$ cat config.mk
export PLATFORM = sky130hd
export DESIGN_NAME = prih_core
export DESIGN_NICKNAME = d
export VERILOG_FILES = /design/src/hw/prih_pkg.sv /design/src/hw/prih_sig_mem.sv /design/src/hw/prih_core.sv
export VERILOG_INCLUDE_DIRS = /design/src /design/src/hw
export SDC_FILE = /design/constraint.sdc
export NUM_CORES = 1
export LEC_CHECK = 0
export BUFFER_PORTS_ARGS = -buffer_cell sky130_fd_sc_hd__buf_2
export CAP_MARGIN = 10
export CORE_ASPECT_RATIO = 1.4
export CORE_MARGIN = 5
export CORE_UTILIZATION = 45
export DETAILED_ROUTE_END_ITERATION = 8
export GPL_ROUTABILITY_DRIVEN = 0
export PLACE_DENSITY = 0.72
export SLEW_MARGIN = 30
export SYNTH_ARGS = -nofsm -noshare
export SYNTH_HDL_FRONTEND = slang
export SYNTH_SLANG_ARGS = --single-unit
$ cat constraint.sdc
create_clock -name CORE_CLK_I -period 7.6 [get_ports CORE_CLK_I]
set_clock_uncertainty 0.1 [all_clocks]
set_input_delay 0 -clock CORE_CLK_I [delete_from_list [all_inputs] [get_ports CORE_CLK_I]]
set_output_delay 0 -clock CORE_CLK_I [all_outputs]
set_load 0.005 [all_outputs]
$ cat src/hw/prih_regs.svh
/*
 * constants for the register init and hold block: widths, reset values, timing counts.
 * assumes a 100 MHz core clock; included by bare name.
 */
`ifndef PRIH_REGS_SVH
`define PRIH_REGS_SVH
`define PRIH_NUM_REGS          10
`define PRIH_NUM_INPUTS        12
`define PRIH_SIG_BITS          64
`define PRIH_CLK_PERIOD_NS     10
`define PRIH_CLEAR_TIME_NS     1000
`define PRIH_CLEAR_CYCLES      ((`PRIH_CLEAR_TIME_NS) / (`PRIH_CLK_PERIOD_NS))
`define PRIH_CLEAR_CNT_W       8
`define PRIH_REG_RESET         1'b0
`define PRIH_SIG_RESET         64'h0000_0000_0000_0000
`endif

$ cat src/hw/prih_pkg.sv
/*
 * types shared by the register init and hold block.
 * assumes prih_regs.svh defines widths.
 */
`include "prih_regs.svh"
package prih_pkg;
    typedef enum logic [2:0] {
        PRIH_ST_CLEAR = 3'b001,
        PRIH_ST_RUN   = 3'b010,
        PRIH_ST_HOLD  = 3'b100
    } prih_state_t;
endpackage

$ cat src/hw/prih_sig_mem.sv
/*
 * user signature store: 64 bits, programmable, always readable.
 * assumes programming strobes are synchronous to the core clock.
 */
`timescale 1ns/1ps
`include "prih_regs.svh"
module prih_sig_mem #(
    parameter int SIG_W = `PRIH_SIG_BITS
) (
    input  wire logic             clk_i,
    input  wire logic             rst_i,
    input  wire logic             wr_i,
    input  wire logic [SIG_W-1:0] wr_data_i,
    output logic      [SIG_W-1:0] rd_data_o
);
    logic [SIG_W-1:0] sig_ff;
    logic [SIG_W-1:0] nxt_sig;

    // readback ignores the security setting on purpose
    always_comb begin
        nxt_sig = wr_i ? wr_data_i : sig_ff;
    end

    always_ff @(posedge clk_i or posedge rst_i) begin
        if (rst_i) begin
            sig_ff <= SIG_W'(`PRIH_SIG_RESET);
        end else begin
            sig_ff <= nxt_sig;
        end
    end

    assign rd_data_o = sig_ff;
endmodule

$ cat src/hw/prih_core.sv
/*
 * register init and hold core: power-up clear, hold freeze, test preload, signature.
 * assumes RST_I is the single power-on indication; all other pins are synchronous.
 */
// Contract
// - after the power-up clear, while the hold pin is high and hold is enabled OUT_O, OUT_OE_O, COMB_O and CFG_RDATA_O keep their values;
//   the signature readback still follows writes.
// - an output disabled when hold began stays disabled for the whole hold.
// - during hold clock edges and input changes update no register except the signature store, and no result.
// - at power-up every register clears to zero without waiting for the clock.
// - after the clear each output pin shows zero through its configured polarity.
// - a preload path forces each register to one or zero for test.
// - a 64-bit user signature is programmable and readable even when secured.
// - during hold all logic inputs, the hold pin included, are blocked from the array.
// - with hold disabled the hold pin is an ordinary logic input.
// - once secured, configuration readback and preload are refused.
`timescale 1ns/1ps
`include "prih_regs.svh"
module prih_core
    import prih_pkg::*;
#(
    parameter int NREG = `PRIH_NUM_REGS,
    parameter int NIN  = `PRIH_NUM_INPUTS,
    parameter int SIGW = `PRIH_SIG_BITS
) (
    input  wire logic            CORE_CLK_I,
    input  wire logic            RST_I,
    input  wire logic            LOGIC_CLK_EN_I,
    input  wire logic [NIN-1:0]  LOGIC_IN_I,
    input  wire logic            SLEEP_HOLD_PIN_I,
    input  wire logic            HOLD_ENABLE_I,
    input  wire logic [NREG-1:0] OUT_INVERT_I,
    input  wire logic [NREG-1:0] OUT_ENABLE_CFG_I,
    input  wire logic            SECURE_I,
    input  wire logic            PRELOAD_I,
    input  wire logic [NREG-1:0] PRELOAD_DATA_I,
    input  wire logic            CFG_READ_I,
    input  wire logic [NREG-1:0] CFG_DATA_I,
    input  wire logic            SIG_WR_I,
    input  wire logic [SIGW-1:0] SIG_DATA_I,
    output logic      [NREG-1:0] OUT_O,
    output logic      [NREG-1:0] OUT_OE_O,
    output logic      [NREG-1:0] COMB_O,
    output logic      [NREG-1:0] CFG_RDATA_O,
    output logic                 PRELOAD_REFUSED_O,
    output logic                 CLEAR_BUSY_O,
    output logic      [SIGW-1:0] SIG_RDATA_O
);
    localparam int CLR_N = `PRIH_CLEAR_CYCLES;

    prih_state_t            state_ff, nxt_state;
    logic [`PRIH_CLEAR_CNT_W-1:0] clr_cnt_ff, nxt_clr_cnt;
    logic [NREG-1:0]        reg_ff, nxt_reg;
    logic [NREG-1:0]        out_ff, nxt_out;
    logic [NREG-1:0]        oe_ff, nxt_oe;
    logic [NREG-1:0]        comb_ff, nxt_comb;
    logic [NREG-1:0]        cfg_ff, nxt_cfg;
    logic                   refused_ff, nxt_refused;
    logic [SIGW-1:0]        sig_rd;
    logic [SIGW-1:0]        sig_ff;
    logic                   hold_act;
    logic [NIN:0]           array_in;

    // simple array stand-in: each register takes the parity of all inputs, its own feedback and input k
    function automatic logic [NREG-1:0] array_eval(input logic [NIN:0] in_v,
                                                   input logic [NREG-1:0] fb);
        logic [NREG-1:0] r;
        r = '0;
        for (int k = 0; k < NREG; k++) begin
            r[k] = ^in_v ^ fb[k] ^ in_v[k % (NIN + 1)];
        end
        return r;
    endfunction

    function automatic logic [NREG-1:0] pin_level(input logic [NREG-1:0] v,
                                                  input logic [NREG-1:0] inv);
        return v ^ inv;
    endfunction

    assign hold_act = HOLD_ENABLE_I && SLEEP_HOLD_PIN_I;
    // the hold pin joins the array only when the hold feature is off
    assign array_in = {HOLD_ENABLE_I ? 1'b0 : SLEEP_HOLD_PIN_I, LOGIC_IN_I};

    always_comb begin
        nxt_state   = state_ff;
        nxt_clr_cnt = clr_cnt_ff;
        nxt_reg     = reg_ff;
        nxt_out     = out_ff;
        nxt_oe      = oe_ff;
        nxt_comb    = comb_ff;
        nxt_cfg     = cfg_ff;
        nxt_refused = 1'b0;
        case (state_ff)
            PRIH_ST_CLEAR: begin
                // registers stay at zero; clock is expected quiet here
                nxt_reg = {NREG{`PRIH_REG_RESET}};
                nxt_out = pin_level({NREG{`PRIH_REG_RESET}}, OUT_INVERT_I);
                nxt_oe  = OUT_ENABLE_CFG_I;
                if (clr_cnt_ff == `PRIH_CLEAR_CNT_W'(CLR_N - 1)) begin
                    nxt_state = PRIH_ST_RUN;
                end else begin
                    nxt_clr_cnt = clr_cnt_ff + `PRIH_CLEAR_CNT_W'(1);
                end
            end
            PRIH_ST_RUN: begin
                if (hold_act) begin
                    nxt_state = PRIH_ST_HOLD;
                end else begin
                    if (PRELOAD_I && !SECURE_I) begin
                        nxt_reg = PRELOAD_DATA_I;
                    end else if (LOGIC_CLK_EN_I) begin
                        // first edge assumes inputs settled
                        nxt_reg = array_eval(array_in, reg_ff);
                    end
                    nxt_refused = PRELOAD_I && SECURE_I;
                    if (CFG_READ_I && !SECURE_I) begin
                        nxt_cfg = CFG_DATA_I;
                    end else if (CFG_READ_I) begin
                        nxt_cfg = '0;
                    end
                    nxt_out  = pin_level(nxt_reg, OUT_INVERT_I);
                    nxt_oe   = OUT_ENABLE_CFG_I;
                    nxt_comb = array_eval(array_in, reg_ff);
                end
            end
            PRIH_ST_HOLD: begin
                // every value except the signature frozen; inputs and clock enables are blocked
                // a preload strobe is an input as well, so it raises no refusal here
                nxt_refused = 1'b0;
                if (!hold_act) begin
                    nxt_state = PRIH_ST_RUN;
                end
            end
            default: begin
                nxt_state = PRIH_ST_CLEAR;
            end
        endcase
    end

    // a single power-on reset clears everything without the clock
    always_ff @(posedge CORE_CLK_I or posedge RST_I) begin
        if (RST_I) begin
            state_ff   <= PRIH_ST_CLEAR;
            clr_cnt_ff <= '0;
            reg_ff     <= '0;
            out_ff     <= '0;
            oe_ff      <= '0;
            comb_ff    <= '0;
            cfg_ff     <= '0;
            refused_ff <= 1'b0;
            sig_ff     <= '0;
        end else begin
            state_ff   <= nxt_state;
            clr_cnt_ff <= nxt_clr_cnt;
            reg_ff     <= nxt_reg;
            out_ff     <= nxt_out;
            oe_ff      <= nxt_oe;
            comb_ff    <= nxt_comb;
            cfg_ff     <= nxt_cfg;
            refused_ff <= nxt_refused;
            sig_ff     <= sig_rd;
        end
    end

    prih_sig_mem #(
        .SIG_W     (SIGW)
    ) u_sig (
        .clk_i     (CORE_CLK_I),
        .rst_i     (RST_I),
        .wr_i      (SIG_WR_I),
        .wr_data_i (SIG_DATA_I),
        .rd_data_o (sig_rd)
    );

    assign OUT_O             = out_ff;
    assign OUT_OE_O          = oe_ff;
    assign COMB_O            = comb_ff;
    assign CFG_RDATA_O       = cfg_ff;
    assign PRELOAD_REFUSED_O = refused_ff;
    assign CLEAR_BUSY_O      = state_ff[0];
    assign SIG_RDATA_O       = sig_ff;
endmodule

==> results of run 1 <==
==> what timing repair did <==
item | CTS | global route
endpoints found under the hold margin | 238 | 0
hold buffers | 119 | 0
endpoints found under the setup margin | 0 | 0
==> flip-flops by register name, indices dropped and copies added, names as in the netlist <==
signal and count:
CFG_RDATA_O 10, COMB_O 10, OUT_O 10, OUT_OE_O 10
PRELOAD_REFUSED_O 1, SIG_RDATA_O 64, clr_cnt_ff 8, reg_ff 10
state_ff 3, u_sig.rd_data_o 64
==> cells in the mapped netlist (3+ instances only) <==
cell type / n
clkbuf_1: 26
xnor2_1: 20
and2_1: 12
mux2i_1: 20
and3_1: 11
xor2_1: 16
nand3_1: 11
nand2b_1: 11
a211oi_1: 10
mux2_2: 65
a31oi_1: 10
dfrtp_1: 189
nor4_1: 10
nand4_1: 3
nor2_1: 16
nor3_1: 12
a21o_1: 10
a21oi_1: 10
nand2_1: 69
o21ai_0: 32
==> metal layers <==
layer,GRT usage,share of wire,up-vias
li1,-,-,2685
met1,0.2366,0.39,2735
met2,0.3484,0.51,217
met3,0.07489,0.086,37
met4,0.07220,0.022,0
met5,0,0,-
==> kinds of logic (layout without fill, tap and decap cells) <==
group / after synthesis / count (layout) / synth area share
and+or+nand+nor: 159 / 159 / 0.1023
AOI/OAI and AO/OA: 73 / 73 / 0.05827
muxes: 85 / 85 / 0.1258
xor gates and xnor gates: 39 / 39 / 0.05100
buffers and inverters: 31 / 387 / 0.01892
DFF: 190 / 190 / 0.6420
adders and majority gates: 1 / 1 / 0.001689
==> power groups by stage <==
stage | logic, mW | clock network (mW) | registers [mW]
floorplan | 0.535 | 0 | 1.35
global placement | 0.807 | 0 | 1.34
detailed placement | 0.825 | 0 | 1.35
CTS | 0.876 | 0.892 | 1.33
global route | 0.978 | 0.934 | 1.36
finish | 0.871 | 0.869 | 1.34
==> worst max path at each step <==
| stage | cells past startpoint | end |
|---|---|---|
| 2_1_floorplan | 1 | CFG_RDATA_O[0] |
| 3_3_place_gp | 7 | OUT_O[4] |
| 3_5_place_dp | 7 | OUT_O[1] |
| 4_1_cts | 7 | OUT_O[1] |
| 5_1_grt | 7 | OUT_O[2] |
| 6_report | 7 | OUT_O[7] |
==> tightest hold or removal path, delay by kind of cell <==
| kind | cells | cell delay (ps) |
|---|---|---|
| AND/OR/NAND/NOR | 1 | 100 |
| AO/OA/AOI/OAI | 2 | 360 |
| buffers and inverters | 1 | 70 |
==> final cells by class <==
cell class,count,area (µm²),area share
timing repair buffer,353,2372,0.2259
sequential,190,4756,0.4529
clock buffer,18,439.2,0.04182
tap,199,249.0,0.02371
multi-input combinational,357,2522,0.2402
clock inverter,14,142.6,0.01358
inverter,2,20.02,0.001906
==> metrics by stage <==
stage / setup WS (ps) / utilization / hold slack (ps) / instances
2_1_floorplan: 2331 / - / 12.50 / 578
3_3_place_gp: 4718 / 0.5393 / 95.80 / 982
3_5_place_dp: 4632 / 0.5393 / 103.7 / 982
4_1_cts: 4632 / 0.6489 / 18.46 / 1133
5_1_grt: 4768 / 0.6494 / 68.38 / 1133
6_report: 4967 / 0.6494 / 57.65 / 1133
==> run metrics, run 1 <==
cell taking the most area after synthesis=dfrtp_1; Final Hold Violating Endpoints=0; commonest non-fill, non-tap cells in the layout=230 x buf_2, 189 x dfrtp_1, 119 x dlygate4sd3_1; final-report max-slew violation count=0; Worst slew margin=0.4364; Crit. Startpoint=state_ff[0]; Avg Vias per Cell=between 5 and 6; Worst IR Drop VDD=0.2587 mV; Layout area overhead=41.75%; Worst Path Arrival=2830 ps; fillers=1190; GRT Resource Usage Total=0.2040; CP Buf/Inv Count=1; class of the worst hold path=in -> reg; Cell Area, Placed=8721 µm²; CP required=7800 ps; Max Cap Viol=0; Sw Ratio=0.3318; Setup Fix Bufs, Post-CTS=0; largest cells by area after synthesis=dfrtp_1 64%, mux2_2 9.9%, nand2_1 3.5%; Gate Count Post-Synth=578; Sink Count=190; die width=118.4 µm; first-pass GRT wire length=31580 µm; CTS tree=done; Crit Path Class=reg -> reg; Post-Route WL=around 19000 µm; Final Cell Area=10500 µm²; Worst-Skew Late Latency=approximately 420 ps; Crit. End Element=flop; Worst Tran Pin Value=843.7 ps; row count=55; Worst-path clk slew=70 ps; part of the power in registers=0.434; ant diodes=0; Hold Crit Depth=4; top_reg_cell synth=dfrtp_1; Avg Inst Size Synth=12.82 µm²; Ys Warns=0; RSZ-0062 raised after global routing=no; root buffer cell=clkbuf_16; final clock period utilization by the worst path=0.3465; combinational fraction of design power=0.283; Port Buf Inserts=230; initial drt markers=between 200 and 300; sequential share of the synthesized area=0.6420; CORE AREA=between 15000 and 20000 µm²; reg2reg start=state_ff[0]; vias in the first global route=approximately 6100; R2R cell count=7; pin count of the biggest net entering global routing=134; GR Overflow Total=0; Final ANT Viol Nets=0; clock buffer depth=2; routed vias=~5700; setup TNS=0 ps; Synth Register Bits=190; Wirelength per Cell=16.95 µm; clock network power share=0.283; fraction of layout cells with a size suffix above 1=0.3619; max incr delay on CP=590 ps; Switch Pwr=1.021 mW; # resized after CTS=0; CP startpoint kind=flop; Async SR Flop Fraction=1.000; family with the most delay on the worst path=simple AND/OR/NAND/NOR gates; area share of the largest cell type after synthesis=0.6384; status=completed; Fmax=around 380 MHz; final setup violation count=0; number of synthesized flops with an enable pin=0; setup slack, reg-to-reg=slightly below 5000 ps; Netlist cell types=33; DP HPWL=12180 µm; Die ar.=19170 µm²; number of CTS-inserted buffers=17; first-pass iteration count of the detailed router=4; Die Y=161.8 µm; hold_sp=PRELOAD_DATA_I[7]; Final min period=2633 ps; initial antenna violation count=0; static leakage=5.106 nW; hold path endpoint=OUT_O[7]; r2r endpoint=OUT_O[7]; cells along the critical path=nor3b_1 -> buf_4 -> nand2_1 -> nand2_2 -> and3_1 -> mux2i_1 -> nand3_1; Slowest-stage cell, CP=dfstp_2; commonest non-fill, non-tap cell in the layout=buf_2; Net Count, Synth=704; Mapped Area=7408 µm²; Pwr Total=3.076 mW; H-tree lvl count=4; Pint=2.056 mW; crit path max fanout=30; Layout Nets=1047; Remaining DRCs=0; Initial Util=0.4581; top-level port count=231; cell area power density=292.9 nW/µm²
Note: power is estimated with default switching activity, not from simulation.
==> inputs of run 2 (changes only) <==
clock period = 2.6 ns   (was 7.6 ns; I/O delays follow)
==> run 2 against run 1 <==
First-iteration DRC count rose by 23%; worst setup slack got worse by 4600 ps; non-clock buffer count rose by 6; combinational power rose to 3.0 times the previous value; largest cell class unchanged; power grew to 3.0 times the previous value; critical path depth grew 2; sequential cell count did not move.
==> run metrics, run 2 (synthesis gave the netlist of run 1 again) <==
status=completed; fraction of layout cells with a size suffix above 1=0.3649; GRT Resource Usage Total=0.2037; Sink Count=190; Setup Fix Bufs, Post-CTS=0; GR Overflow Total=0; Max Cap Viol=0; CP startpoint kind=input port; setup slack, reg-to-reg=520 ps; Final WS setup=between 400 and 500 ps; static leakage=between 5 and 6 nW; Fmax=456.2 MHz; hold path endpoint=OUT_O[8]; ant diodes=0; Worst IR Drop VDD=slightly below 0.9 mV; commonest non-fill, non-tap cells in the layout=230 x buf_2, 189 x dfrtp_1, 119 x dlygate4sd3_1; Final Hold Violating Endpoints=0; Remaining DRCs=0; Die ar.=19170 µm²; worst slack, placed=533.6 ps; routed vias=5621; Worst-Skew Late Latency=430 ps; pin count of the biggest net entering global routing=79; Layout Nets=roughly 1100; Worst slew margin=0.5163; final-report max-slew violation count=0; root buffer cell=clkbuf_16; crit path max fanout=20; Final ANT Viol Nets=0; Worst Tran Pin Value=between 700 and 800 ps; Final Cell Area=10630 µm²; vias in the first global route=6072; top-level port count=231; Cell Area, Placed=8800 µm²; Port Buf Inserts=230; CTS tree=done; CP required=2800 ps; Crit Path Class=in -> reg; final clock period utilization by the worst path=0.8431; CORE AREA=around 16000 µm²; reg2reg start=state_ff[0]; Crit. End Element=flop; Avg Vias per Cell=4.935; initial drt markers=357; RSZ-0062 raised after global routing=no; R2R cell count=6; area of the multi-input gates=around 2500 µm²; row count=55; Wirelength per Cell=16.76 µm; WHS=66.86 ps; r2r endpoint=OUT_O[4]; die width=118.4 µm; Worst Path Arrival=2390 ps; Layout area overhead=43.51%; Initial Util=0.4581; first-pass iteration count of the detailed router=5; storage element area=about 4800 µm²; initial antenna violation count=0; H-tree lvl count=4; class of the worst hold path=in -> reg; hold_sp=PRELOAD_DATA_I[8]; first-pass GRT wire length=between 30000 and 40000 µm; number of CTS-inserted buffers=17; cell area power density=869.5 nW/µm²; Hold Crit Depth=4; Worst-path clk slew=70 ps; DP HPWL=12140 µm; commonest non-fill, non-tap cell in the layout=buf_2; final setup violation count=0; fillers=around 1200; Die Y=161.8 µm; clock buffer depth=2; Final min period=2192 ps; setup TNS=0 ps; Post-Route WL=around 19000 µm
[run 2: cell count changes in the layout (fill, tap and decap cells not counted), sizes merged]
cell      delta
bufinv       +1
buf          +6
inv          -2
clkinv       +1
clkinvlp     +1
clkbuf       -1
[run 2: report_power, final]
part | internal, mW | switching, mW
logic | 1.21 | 1.40
registers | 3.55 | 0.352
clock network | 1.42 | 1.32
total | 6.17 | 3.07
[run 2: worst max-delay path by stage]
stage | start | endpoint | slack, ps
2_1_floorplan | RST_I | CFG_RDATA_O[0] | 50
3_3_place_gp | LOGIC_IN_I[6] | OUT_O[8] | 560
3_5_place_dp | LOGIC_IN_I[6] | OUT_O[7] | 530
4_1_cts | LOGIC_IN_I[6] | OUT_O[1] | 450
5_1_grt | LOGIC_IN_I[6] | OUT_O[4] | 260
6_report | LOGIC_IN_I[6] | OUT_O[1] | 410
[run 2: repair_timing]
action	in CTS	in global routing
hold buffers	119	0
resized for setup	0	0
endpoints found under the hold margin	296	0
[run 2: per-stage QoR]
| step | cells | util | total power [mW] |
|---|---|---|---|
| floorplan | 578 | - | 5.499 |
| global placement | 988 | 0.5441 | 6.344 |
| detailed placement | 988 | 0.5441 | 6.422 |
| CTS | 1139 | 0.6574 | 9.319 |
| global route | 1139 | 0.6574 | 9.834 |
| finish | 1139 | 0.6574 | 9.244 |
[run 2: layer usage]
| metal | part of all wire | vias up | GRT usage |
|---|---|---|---|
| met1 | 0.39 | 2712 | 0.2422 |
| met5 | 0 | - | 0 |
| met3 | 0.087 | 17 | 0.07976 |
| met2 | 0.51 | 201 | 0.3469 |
| li1 | - | 2691 | - |
| met4 | 0.013 | 0 | 0.05364 |
[run 2: critical path, stage by stage]
cell	delay, ps
dlygate4sd3_1	540
buf_2	140
xor2_1	140
xnor3_1	410
xnor3_2	220
buf_4	310
mux2i_1	320
mux2i_1	220
nand3_1	90
[run 2: final cells by class]
| cell class | count | share of cell area |
|---|---|---|
| Clock buffer | 17 | 0.04001 |
| Clock inverter | 15 | 0.02024 |
| Inverter | 2 | 0.001059 |
| Multi-Input combinational cell | 357 | 0.2370 |
| Sequential cell | 190 | 0.4473 |
| Tap cell | 199 | 0.02342 |
| Timing Repair Buffer | 359 | 0.2309 |
==> inputs of run 3 (changes only) <==
PLACE_DENSITY = 0.74   (was 0.72)
clock period = 1.8 ns   (was 2.6 ns; I/O delays follow)
==> run 3 against run 2 <==
The flow now finishes with violations (hold timing); count of clock-buffer cells in the layout stayed put; worst setup slack worse by 380 ps; power is 52% higher; clock power is 46% higher; critical path depth is 2 lower; wire length is 3.3% higher; global-route usage is 0.44 points higher; register-to-register slack worse by 490 ps; first-iteration DRC count is 0.84% higher; non-clock buffer count is 30 higher; largest power group unchanged.
==> run metrics, run 3 (synthesis gave the netlist of run 1 again) <==
CP startpoint kind=flop; combinational fraction of design power=0.318; DP HPWL=~13000 µm; failing checks=hold timing; Pwr Total=14.07 mW; root buffer cell=clkbuf_16; Die Y=~160 µm; Layout area overhead=47.98%; Crit Path Class=reg -> reg; static leakage=around 5.3 nW; Slowest-stage cell, CP=dfrtp_2; hold path endpoint=reg_ff[3]; Sink Count=190; Worst-Skew Late Latency=430 ps; CP required=2070 ps; clock network power share=0.283; final setup violation count=0; Post-Route WL=19720 µm; die width=about 120 µm; Avg Vias per Cell=5.017; Fmax=565.8 MHz; Crit. End Element=flop; commonest non-fill, non-tap cell in the layout=buf_2; fraction of layout cells with a size suffix above 1=0.4021; RSZ-0062 raised after global routing=yes; Sw Ratio=0.3338; first-pass iteration count of the detailed router=4; Final Cell Area=10960 µm²; part of the power in registers=0.399; cells along the critical path=nor3b_2 -> and2_4 -> nor2_4 -> buf_12 -> buf_4 -> a211oi_1 -> a21o_1; initial antenna violation count=0; Die ar.=19170 µm²; GRT Resource Usage Total=0.2081; fillers=approximately 1100; family with the most delay on the worst path=flip-flops; top-level port count=231; ant diodes=0; number of CTS-inserted buffers=17; Switch Pwr=4.696 mW; CP Buf/Inv Count=2; Critical Path Stages=7; Final ANT Viol Nets=0; vias in the first global route=about 6200; Pint=about 9.4 mW; initial drt markers=360; Worst Tran Pin Value=564.1 ps; Hold Crit Depth=4; max incr delay on CP=440 ps; clock buffer depth=2; Max Cap Viol=0; WHS=-41.51 ps; status=complete, but fails checks; reg2reg start=state_ff[2]; crit path max fanout=34; GR Overflow Total=0; Initial Util=0.4581; first-pass GRT wire length=31930 µm; commonest non-fill, non-tap cells in the layout=230 x buf_2, 187 x dfrtp_1, 113 x dlygate4sd3_1; H-tree lvl count=4; r2r endpoint=reg_ff[2]; hold_sp=PRELOAD_DATA_I[3]; CTS tree=done; CORE AREA=16170 µm²; routed vias=5865; Worst Path Arrival=2040 ps; Remaining DRCs=0; Wirelength per Cell=16.87 µm; Worst IR Drop VDD=0.9858 mV; Cell Area, Placed=9087 µm²; Layout Nets=1083; setup slack, reg-to-reg=30 ps; pin count of the biggest net entering global routing=~110; Final min period=approximately 1800 ps; row count=55; cell area power density=1283 nW/µm²; Worst slew margin=0.6239; final clock period utilization by the worst path=0.9818; Final Util=0.6779; Port Buf Inserts=230; class of the worst hold path=in -> reg; final-report max-slew violation count=0; R2R cell count=7; Final Hold Violating Endpoints=4; Worst-path clk slew=80 ps
-- run 3: cell types whose count changed in the layout (fill, tap and decap cells not counted), sizes merged --
cell	change
clkbuf	+1
dlygate4sd3	-6
inv	+4
clkinv	-4
bufinv	-1
clkinvlp	+1
buf	+35
-- run 3: worst max path at each step --
stage,start,endpoint,slack [ps]
2_1_floorplan,RST_I,CFG_RDATA_O[0],-750
5_1_grt,state_ff[2],reg_ff[2],-40
4_1_cts,state_ff[2],reg_ff[2],20
3_5_place_dp,LOGIC_IN_I[6],OUT_O[0],-160
3_3_place_gp,LOGIC_IN_I[6],OUT_O[8],-70
6_report,state_ff[2],reg_ff[2],30
-- run 3: repair_timing --
| item | CTS | global route |
|---|---|---|
| hold buffers | 112 | 1 |
| pin swaps | 2 | 4 |
| gates resized for setup | 4 | 15 |
| gates cloned | 0 | 1 |
| endpoints found under the setup margin | 11 | 19 |
| setup buffers | 1 | 3 |
| hold endpoints to repair | 289 | 1 |
-- run 3: worst register-to-register path, cell delays in order, from the launching register on --
cell and delay (ps):
dfrtp_2 440, nor3b_2 210, and2_4 190, nor2_4 40, buf_12 160, buf_4 170, a211oi_1 270, a21o_1 120
-- run 3: final cells by class --
| type | instances | area [µm²] | share of cell area |
|---|---|---|---|
| Sequential cell | 190 | 4758 | 0.4340 |
| Clock buffer | 17 | 425.4 | 0.03880 |
| Inverter | 2 | 11.26 | 0.001027 |
| Tap cell | 199 | 249.0 | 0.02271 |
| Clock inverter | 15 | 216.5 | 0.01974 |
| Multi-Input combinational cell | 357 | 2566 | 0.2341 |
| Timing Repair Buffer | 389 | 2736 | 0.2496 |
-- run 3: power by group through the flow --
stage          Clock [mW]  Sequential (mW)  Combinational [mW]
6_report             3.98             5.61                4.48
5_1_grt              4.23             5.73                4.96
2_1_floorplan           0             5.68                2.28
3_3_place_gp            0             5.64                4.00
3_5_place_dp            0             5.67                4.08
4_1_cts              4.03             5.60                4.31
-- run 3: routing by layer --
layer | part of all wire | global-route usage
met3 | 0.095 | 0.07767
met4 | 0.028 | 0.08561
met1 | 0.39 | 0.2475
met2 | 0.49 | 0.3418
met5 | 0 | 0
-- run 3: metrics by stage --
| step | hold WS (ps) | std cells | setup WS [ps] | setup TNS (ps) |
|---|---|---|---|---|
| floorplan | 12.50 | 578 | -747.6 | -141440 |
| global placement | 85.40 | 1019 | -74.38 | -776.6 |
| detailed placement | 96.72 | 1019 | -157.8 | -2295 |
| CTS | 3.617 | 1164 | 18.75 | 0 |
| global route | 3.320 | 1169 | -43.63 | -292.3 |
| finish | -41.51 | 1169 | 32.69 | 0 |
